===== config.mk =====
export PLATFORM = sky130hd
export DESIGN_NAME = pmc_power_ctrl
export DESIGN_NICKNAME = d
export VERILOG_FILES = /design/src/pmc_pkg.sv /design/src/pmc_strobe_gen.sv /design/src/pmc_power_ctrl.sv
export VERILOG_INCLUDE_DIRS = /design/src
export SDC_FILE = /design/constraint.sdc
export NUM_CORES = 1
export LEC_CHECK = 0
export ABC_AREA = 1
export BUFFER_PORTS_ARGS = -buffer_cell sky130_fd_sc_hd__buf_2
export CAP_MARGIN = 5
export CELL_PAD_IN_SITES_DETAIL_PLACEMENT = 1
export CELL_PAD_IN_SITES_GLOBAL_PLACEMENT = 2
export CORE_MARGIN = 1
export CORE_UTILIZATION = 21
export DETAILED_ROUTE_END_ITERATION = 16
export GPL_TIMING_DRIVEN = 0
export PLACE_DENSITY_LB_ADDON = 0.1
export SETUP_SLACK_MARGIN = 0.1
export SLEW_MARGIN = 20
export SYNTH_ARGS = -nofsm -noshare
export SYNTH_HDL_FRONTEND = slang
export SYNTH_HIERARCHICAL = 1
export SYNTH_SLANG_ARGS = --single-unit

===== constraint.sdc =====
create_clock -name pclk -period 1.77 [get_ports pclk]
set_clock_uncertainty 0.2 [all_clocks]
set_input_delay 0.0885 -clock pclk [delete_from_list [all_inputs] [get_ports pclk]]
set_output_delay 0.0885 -clock pclk [all_outputs]
set_load 0.05 [all_outputs]

===== src/pmc_regs.svh =====
// register map, field positions, reset values and timing constants of the power mode controller
// Behaviour
// - power control register sits at 0x87, accessed only as a whole byte
// - writing 1 to bit 0 enters idle: cpu clock gated, peripherals clocked
// - writing 1 to bit 1 enters power-down: all clocks stopped
// - both request bits written together: power-down wins over idle
// - reset clears baud doubler and bits 3..0
// - baud doubler bit 7 tells the serial port to double its rate
// - bits 3 and 2 are plain software flags without hardware effect
// - last write before idle stops the cpu; all state is kept during idle
// - any enabled interrupt clears the idle request and ends idle
// - last write before power-down stops the oscillator; state is kept
// - power-down ends only by hardware reset; interrupts do not end it
// - in idle both strobes read 1, port 0 floats, port 2 drives address only with ext_prog set, else its latch
// - in power-down both strobes read 0, port 0 floats, port 2 drives latch
// - contents are kept when the clock is slowed or stopped
// - address strobe pulses at 1/6 oscillator rate, one pulse skipped per data access
`ifndef PMC_REGS_SVH
`define PMC_REGS_SVH
`define PMC_POWER_CONTROL_ADDR 12'h21c
`define PMC_POWER_CONTROL_INDEX 8'h87
`define PMC_STAT_ADDR 12'h220
`define PMC_BIT_IDLE 0
`define PMC_BIT_PDOWN 1
`define PMC_BIT_UF0 2
`define PMC_BIT_UF1 3
`define PMC_BIT_BAUD 7
`define PMC_WMASK 8'h8f
`define PMC_RESET 8'h00
`define PMC_ALE_DIV 3'h6
`define PMC_ALE_LAST 3'h5
`define PMC_CODE_FETCH_STROBE_A 3'h2
`define PMC_CODE_FETCH_STROBE_B 3'h5
`endif


===== src/pmc_pkg.sv =====
// types shared by the power mode controller files
package pmc_pkg;
  typedef enum logic [1:0] {
    PMC_RUN = 2'b00,
    PMC_IDLE = 2'b01,
    PMC_PDOWN = 2'b10
  } pmc_mode_t;
endpackage


===== src/pmc_strobe_gen.sv =====
`timescale 1ns/1ps
// address latch and code fetch strobe generator, one state per oscillator period
`include "pmc_regs.svh"
module pmc_strobe_gen
(
  input wire logic pclk, // oscillator-rate clock
  input wire logic presetn, // async reset, active low
  input wire logic ce, // clock enable
  input wire logic run, // strobes run only while not in a low power mode
  input wire logic skip, // external data access: drop one address strobe
  input wire logic ext_fetch, // fetching from external program memory
  output logic ale, // address latch strobe
  output logic code_fetch_strobe // code fetch strobe, active high here
);
  logic [2:0] phase_reg;
  logic [2:0] phase_next;
  logic ale_next;
  logic code_fetch_strobe_next;
  logic skip_pend_reg;
  logic skip_pend_next;

  // phase counter wraps every six periods; a skip request is held until the next pulse slot
  always_comb
  begin
    phase_next = (phase_reg == `PMC_ALE_LAST) ? 3'h0 : phase_reg + 3'h1;
    skip_pend_next = skip_pend_reg | skip;
    ale_next = 1'b0;
    code_fetch_strobe_next = 1'b0;
    if (!run)
    begin
      phase_next = phase_reg;
      skip_pend_next = skip_pend_reg;
    end
    else if (phase_reg == 3'h0)
    begin
      ale_next = !skip_pend_next;
      skip_pend_next = 1'b0;
    end
    if (run && ext_fetch && (phase_reg == `PMC_CODE_FETCH_STROBE_A || phase_reg == `PMC_CODE_FETCH_STROBE_B))
      code_fetch_strobe_next = 1'b1;
  end

  always_ff @(posedge pclk or negedge presetn)
  begin
    if (!presetn)
    begin
      phase_reg <= 3'h0;
      skip_pend_reg <= 1'b0;
      ale <= 1'b0;
      code_fetch_strobe <= 1'b0;
    end
    else if (ce)
    begin
      phase_reg <= phase_next;
      skip_pend_reg <= skip_pend_next;
      ale <= ale_next;
      code_fetch_strobe <= code_fetch_strobe_next;
    end
  end
endmodule


===== src/pmc_power_ctrl.sv =====
// The implementer's own choice: register access over APB.
`timescale 1ns/1ps
// power mode controller: power control register on apb, mode state and pin states
`include "pmc_regs.svh"
module pmc_power_ctrl
(
  input wire logic pclk, // oscillator-rate clock, 25 MHz
  input wire logic presetn, // async reset, active low
  input wire logic ce, // clock enable, freezes all state while low
  input wire logic psel, // apb select
  input wire logic penable, // apb access phase
  input wire logic pwrite, // apb direction
  input wire logic [11:0] paddr, // apb byte address
  input wire logic [31:0] pwdata, // apb write data
  output logic [31:0] prdata, // apb read data
  output logic pready, // apb ready
  output logic pslverr, // apb error on unmapped address
  input wire logic irq_pending, // an enabled interrupt is asserted
  input wire logic ext_prog, // cpu runs from external program memory
  input wire logic ext_data_access, // one-cycle pulse per external data access
  output logic cpu_clk_en, // cpu clock gate enable
  output logic periph_clk_en, // timers, serial, interrupt clock enable
  output logic osc_en, // oscillator enable
  output logic baud_doubler, // serial port double rate
  output logic ale_out, // address latch strobe pin
  output logic code_fetch_strobe_n, // code fetch strobe pin, active low
  output logic port0_oe, // port 0 driver enable, low = floating
  output logic high_addr_sel // port 2 shows address (1) or its latch (0)
);
  import pmc_pkg::*;

  logic [7:0] power_control_reg;
  logic [7:0] power_control_next;
  pmc_mode_t mode_reg;
  pmc_mode_t mode_next;
  logic [31:0] prdata_next;
  logic pslverr_next;
  logic pready_next;
  logic irq_s1_reg;
  logic irq_s2_reg;
  logic ext_s1_reg;
  logic ext_s2_reg;
  logic dx_s1_reg;
  logic dx_s2_reg;
  logic cpu_clk_en_next;
  logic periph_clk_en_next;
  logic osc_en_next;
  logic ale_next;
  logic code_fetch_strobe_n_next;
  logic p0_oe_next;
  logic hi_sel_next;
  logic ale_raw;
  logic code_fetch_strobe_raw;
  logic wr_power_control;
  logic [7:0] wbyte;

  // address decode used by both the read and write paths
  function automatic logic is_power_control(input logic [11:0] a);
    is_power_control = (a == `PMC_POWER_CONTROL_ADDR);
  endfunction

  function automatic logic is_stat(input logic [11:0] a);
    is_stat = (a == `PMC_STAT_ADDR);
  endfunction

  // pins arrive from outside the clock domain, so two flops before use
  always_ff @(posedge pclk or negedge presetn)
  begin
    if (!presetn)
    begin
      irq_s1_reg <= 1'b0;
      irq_s2_reg <= 1'b0;
      ext_s1_reg <= 1'b0;
      ext_s2_reg <= 1'b0;
      dx_s1_reg <= 1'b0;
      dx_s2_reg <= 1'b0;
    end
    else if (ce)
    begin
      irq_s1_reg <= irq_pending;
      irq_s2_reg <= irq_s1_reg;
      ext_s1_reg <= ext_prog;
      ext_s2_reg <= ext_s1_reg;
      dx_s1_reg <= ext_data_access;
      dx_s2_reg <= dx_s1_reg;
    end
  end

  // writes land on the access phase; only the whole byte is written
  assign wr_power_control = psel && penable && pwrite && is_power_control(paddr);
  assign wbyte = pwdata[7:0] & `PMC_WMASK;

  // register and mode next-state logic
  always_comb
  begin
    power_control_next = power_control_reg;
    mode_next = mode_reg;
    if (wr_power_control && mode_reg == PMC_RUN)
      power_control_next = wbyte;
    case (mode_reg)
      PMC_RUN:
      begin
        if (wr_power_control && wbyte[`PMC_BIT_PDOWN])
          mode_next = PMC_PDOWN;
        else if (wr_power_control && wbyte[`PMC_BIT_IDLE])
          mode_next = PMC_IDLE;
      end
      PMC_IDLE:
      begin
        // an interrupt wakes the cpu; the request bit clears in the same edge
        if (irq_s2_reg)
        begin
          mode_next = PMC_RUN;
          power_control_next[`PMC_BIT_IDLE] = 1'b0;
        end
      end
      PMC_PDOWN:
      begin
        // nothing but presetn leaves this state; register contents are held
        mode_next = PMC_PDOWN;
      end
      default:
      begin
        mode_next = PMC_RUN;
      end
    endcase
  end

  // apb read answer, zero-wait; unmapped addresses answer with an error
  always_comb
  begin
    prdata_next = 32'h0000_0000;
    pslverr_next = 1'b0;
    pready_next = 1'b0;
    if (psel && !penable)
    begin
      pready_next = 1'b1;
      if (is_power_control(paddr))
        prdata_next = {24'h00_0000, power_control_reg & `PMC_WMASK};
      else if (is_stat(paddr))
        prdata_next = {30'h0000_0000, mode_reg};
      else
        pslverr_next = 1'b1;
    end
  end

  // pin states per mode; the cpu clock stops but register state is kept
  always_comb
  begin
    cpu_clk_en_next = (mode_next == PMC_RUN);
    periph_clk_en_next = (mode_next != PMC_PDOWN);
    osc_en_next = (mode_next != PMC_PDOWN);
    ale_next = ale_raw;
    code_fetch_strobe_n_next = !code_fetch_strobe_raw;
    p0_oe_next = ext_s2_reg && code_fetch_strobe_raw;
    hi_sel_next = ext_s2_reg;
    case (mode_next)
      PMC_IDLE:
      begin
        ale_next = 1'b1;
        code_fetch_strobe_n_next = 1'b1;
        p0_oe_next = 1'b0;
        hi_sel_next = ext_s2_reg;
      end
      PMC_PDOWN:
      begin
        ale_next = 1'b0;
        code_fetch_strobe_n_next = 1'b0;
        p0_oe_next = 1'b0;
        hi_sel_next = 1'b0;
      end
      default:
      begin
        ale_next = ale_raw;
      end
    endcase
  end

  pmc_strobe_gen u_strobe
  (
    .pclk(pclk),
    .presetn(presetn),
    .ce(ce),
    .run(mode_reg == PMC_RUN),
    .skip(dx_s2_reg),
    .ext_fetch(ext_s2_reg),
    .ale(ale_raw),
    .code_fetch_strobe(code_fetch_strobe_raw)
  );

  // state registers; ce low freezes everything, which also keeps state at any rate
  always_ff @(posedge pclk or negedge presetn)
  begin
    if (!presetn)
    begin
      power_control_reg <= `PMC_RESET;
      mode_reg <= PMC_RUN;
      prdata <= 32'h0000_0000;
      pready <= 1'b0;
      pslverr <= 1'b0;
      cpu_clk_en <= 1'b1;
      periph_clk_en <= 1'b1;
      osc_en <= 1'b1;
      baud_doubler <= 1'b0;
      ale_out <= 1'b0;
      code_fetch_strobe_n <= 1'b1;
      port0_oe <= 1'b0;
      high_addr_sel <= 1'b0;
    end
    else if (ce)
    begin
      power_control_reg <= power_control_next;
      mode_reg <= mode_next;
      prdata <= prdata_next;
      pready <= pready_next;
      pslverr <= pslverr_next;
      cpu_clk_en <= cpu_clk_en_next;
      periph_clk_en <= periph_clk_en_next;
      osc_en <= osc_en_next;
      baud_doubler <= power_control_next[`PMC_BIT_BAUD];
      ale_out <= ale_next;
      code_fetch_strobe_n <= code_fetch_strobe_n_next;
      port0_oe <= p0_oe_next;
      high_addr_sel <= hi_sel_next;
    end
  end
endmodule


Yosys cells after proc, flatten, opt, wreduce, memory -nomap -nowiden
Cells that the tools add are included.
- register bits after elaboration: 60
- input port bits: 53
- output and inout bits: 42
- $add $sub $neg: 1
- eq/ne operators: 9
- muxes and demuxes: 23
- bitwise gates (word level): 1
- reductions and logical operators: 20
- operators by type and width (cell ; count):
    12-bit by 10-bit == test with 1-bit output (second input constant) ; 2
    8-bit two-way mux ; 3
    1-bit two-way mux ; 12
    1-bit logical AND ; 10
    2-bit two-way mux ; 4
    2-bit case mux with 3 select lines ; 1
    2-bit by 1-bit == test with 1-bit output (second input constant) ; 2
    2-bit == test (second input constant) ; 2
    2-bit zero test ; 2
    1-bit case mux with 2 select lines ; 2
    2-bit AND reduction ; 2
    3-bit by 1-bit adder with 3-bit output (second input constant) ; 1
    3-bit by 2-bit == test with 1-bit output (second input constant) ; 1
    3-bit == test (second input constant) ; 1
    1-bit zero test ; 3
    3-bit zero test ; 1
    3-bit two-way mux ; 1
    2-bit inequality test (second input constant) ; 1
    2-bit OR reduction ; 1
    1-bit logical OR ; 1
    1-bit OR ; 1

Longest topological paths before layout
- word-level depth: 10
- gate-level depth with buffers: 13
- depth with buffers taken out: 13

Modules after synthesis
The synthesis kept the hierarchy.
- by module, submodules not included (module ; instances ; cells each ; area an instance (um2) ; sequential area each (um2)):
    pmc_power_ctrl ; 1 ; 185 ; 1501.4 ; 654.4
    pmc_strobe_gen ; 1 ; 40 ; 294.0 ; 150.1

Worst setup path after synthesis
Ideal clock, no wire load.
- path type: flip-flop to flip-flop
- start point: register mode_reg[0]
- end point: register ale_out
- arrival time: 1.614 ns
- required time: 1.505 ns
- setup slack: -0.110 ns
- stages on the path, launching flop included: 10
- clock period less this slack: 1.880 ns
- path through: dfrtp_1 -> nor2_1 -> nand4_1 -> nand2_1 -> nand2_1 -> ha_1 -> or2_1 -> o21ai_0 -> inv_1 -> nand2_1
- cells in the longest elaborated chain, start to end: 5
- elaborated cells between the ends (all ways): 10
- classes of those cells: 4 x eq/ne; 5 x mux; 1 x reduce/logical
- RTL lines (what ; line ; text):
    from (decl) ; pmc_power_ctrl.sv:34 ; pmc_mode_t mode_reg;
    from (signal assigned) ; pmc_power_ctrl.sv:213 ; mode_reg <= mode_next;
    2-bit two-way mux ; pmc_power_ctrl.sv:105 ; else if (wr_power_control && wbyte[`PMC_BIT_IDLE])
    2-bit two-way mux ; pmc_power_ctrl.sv:103 ; if (wr_power_control && wbyte[`PMC_BIT_PDOWN])
    2-bit case mux with 3 select lines * ; pmc_power_ctrl.sv:100 ; case (mode_reg)
    2-bit == test / 2-bit by 1-bit == test with 1-bit output (equally long branches) ; pmc_power_ctrl.sv:157 ; case (mode_next)
    1-bit case mux with 2 select lines * ; pmc_power_ctrl.sv:157 ;
    to (signal assigned) ; pmc_power_ctrl.sv:221 ; ale_out <= ale_next;
    to (decl) ; pmc_power_ctrl.sv:25 ; output logic ale_out,
Every way passes the cells marked *; elsewhere a longest branch is shown, timed or not.
A chain may end at the register's enable or synchronous reset.

Final worst setup path
Same ends and word-level chain as after synthesis.

==> impl_metrics.yaml <==
timing:
  final_hold_viol_count: 1
  slew_headroom_pct: 48.3
  setup_violations: 1
  final.setup.worst_slack_ns: -0.0154
  rsz0062_at_grt: "yes"
  tightest_slew_ns: 0.775
  finalCritPeriodShare_pct: 101
  hold_ws_ns: -0.0358
  finalSetupTns_ns: -0.0154
  slew_violations: 0
  max_freq_ghz: 0.560
  layout_min_cycle_time_ns: 1.79
global_routing:
  grt_max_degree: 33
  grt_pass1_wl_um: 7640
  first_global_vias: 1678
  grt_overflow_total: 0
  grt_usage_pct: 11.2
  grt_antenna_before_repair: 0
floorplanning:
  die_h_um: 94.5
  core-area_um2: 8260
  die_w_um: 94.5
  rows: 33
  die_area_um2: 8920
  io_pins: 95
  start_util_pct: 21.7
power_and_ir_drop:
  total_power_mw: 2.05
  power.net_switching_uw: 717
  power_leakage_nw: 1.44
  power_density_nw_per_um2: 805
  internal_power_mw: 1.34
  power.share.combinational_pct: 26.7
  vdd_ir_drop_max_mv: 0.250
  p_seq_share_pct: 42.2
  sw_frac_of_total_pct: 34.9
  p_clk_share_pct: 31.1
logic_synthesis:
  avgSynthCellArea_um2: 7.98
  synthesis.area_um2: 1800
  synth_cell_types: 29
  synth_common_cells: "nand2_1, dfrtp_1, buf_4, inv_1, nor2_1"
  syn_inst: 225
  synth-async-reset-ratio_pct: 100
  synth_top_cell_by_area: "dfrtp_1"
  synth-edff-count: 0
  synth_area_leaders: "dfrtp_1, nand2_1, buf_4"
  synth_warnings: 6
  yosys.area.top_type_share_pct: 40.4
  synth.yosys.seq_area_share_pct: 44.8
  synth_ff_type: "dfrtp_1"
  synth_most_common_cell: "nand2_1"
  synth-seq-cells: 32
worst_hold_path:
  holdCritPathClass: "in -> reg"
routing:
  drc: 0
  via_per_inst: 3.79
  drt_first_pass_iters: 4
  wire_per_inst_um: 10.6
  wirelength_um: 4510
  dr_total_vias: 1607
  drt_iter0_drc: 38
  ant_nets: 0
place:
  pre_cts_ws_ns: -0.293
  place_congestion: 0.683
  place_area_um2: 2240
  io_buffers: 40
  dp.final_hpwl_um: 3280
setup_path:
  cp.arrival_ns: 1.76
  path_class: "reg -> reg"
  cp-start-kind: "flip-flop"
  required_ns: 1.74
  cp_max_fo: 5
  end_kind: "flip-flop"
cells_and_area:
  fillers: 1043
  drive_gt1_share_pct: 36.7
  largest_reg_flops: 5
  syn2layout_area_growth_pct: 42.1
  diodes: 0
  multiInputGateArea_um2: 782
  layout.nets: 373
  regArea_um2: 807
  finish.utilization_pct: 30.9
  final_area_um2: 2550
cts:
  cts_tree: "built"
  htreeDepth: 2
  cts_buffers: 5
  max-clock-path-buffers: 2
  clk_latency_ns: 0.28
  clkSinkCount: 32
  root_buffer: "clkbuf_8"
  clk_pin_slew_ns: 0.07
outcome:
  status: "complete, but fails checks"
  violations: "hold timing, setup timing"
flow_run:
  drv_cap: 0
[path summary, 6_finish.rpt]
kind	from	to	slack (ns)	cells after the start
setup / recovery	mode_reg[0]$_DFFE_PN0P_	ale_out$_DFFE_PN0P_	-0.02	10
hold reg to reg	cpu_clk_en$_DFFE_PN1P_	cpu_clk_en$_DFFE_PN1P_	0.26	2
setup reg to reg	mode_reg[0]$_DFFE_PN0P_	ale_out$_DFFE_PN0P_	-0.02	10
max in group asynchronous	presetn	mode_reg[1]$_DFFE_PN0P_	0.62	2
min in group asynchronous	presetn	ale_out$_DFFE_PN0P_	0.22	2
hold / removal	psel	pready$_DFFE_PN0P_	-0.04	5
[cells in the final DEF (no fill, tap or decap), types with 4 or more instances in the layout]
cell type,n
nand2_1,67
o21ai_1,8
dlygate4sd3_1,11
inv_1,24
conb_1,27
nor2_1,12
dfrtp_1,27
nand2_2,6
nand3_1,9
nand4_1,4
buf_2,40
o21ai_0,4
buf_4,37
clkbuf_8,7
[area by class of cell]
class	instances	share of cell area, %
Buffer	33	9.61
Clock buffer	8	3.92
Multi-Input combinational cell	159	30.7
Timing Repair Buffer	60	15.1
Inverter	27	3.97
Tap cell	105	5.15
Sequential cell	32	31.6
[what timing repair did]
action,in CTS,in global routing
endpoints found under the setup margin,5,7
cloned,0,0
buffers inserted,8,1
hold buffers,12,0
resized for setup,4,7
pin swaps,9,7
endpoints found under the hold margin,41,0
[worst max-delay path, stage by stage, from the launching register on]
cell	delay (ns)
dfrtp_2	0.44
buf_6	0.14
nand2_2	0.06
nand2_2	0.06
buf_4	0.13
buf_4	0.12
buf_4	0.12
buf_4	0.12
buf_4	0.12
nand4_1	0.11
nand2_1	0.07
[stage by stage]
stage	cells	hold slack, ns
floorplan	251	-0.407
global placement	396	0.0252
detailed placement	396	0.0161
CTS	424	0.0443
global route	424	0.0102
finish	424	-0.0358
[routing by layer]
layer	vias to the layer above	global-route usage (%)	routed length (um)
li1	827	-	-
met1	730	13.5	2080
met2	45	19.3	2090
met3	5	2.98	286
met4	0	3.41	53
met5	-	0	0
[cells by family after synthesis]
family | share of synthesized area [%]
DFF | 44.8
buffers and inverters | 19.3
and+or+nand+nor | 27.8
adders and majority gates | 1.39
AOI/OAI and AO/OA | 6.48
other | 0.209
[power by group through the flow]
stage	Combinational (mW)	Sequential (mW)	Clock (mW)
2_1_floorplan	0.343	0.943	0
3_3_place_gp	0.528	0.878	0
3_5_place_dp	0.530	0.879	0
4_1_cts	0.551	0.866	0.675
5_1_grt	0.609	0.876	0.696
6_report	0.548	0.865	0.639
No activity file was read; power rests on OpenSTA's default activity.
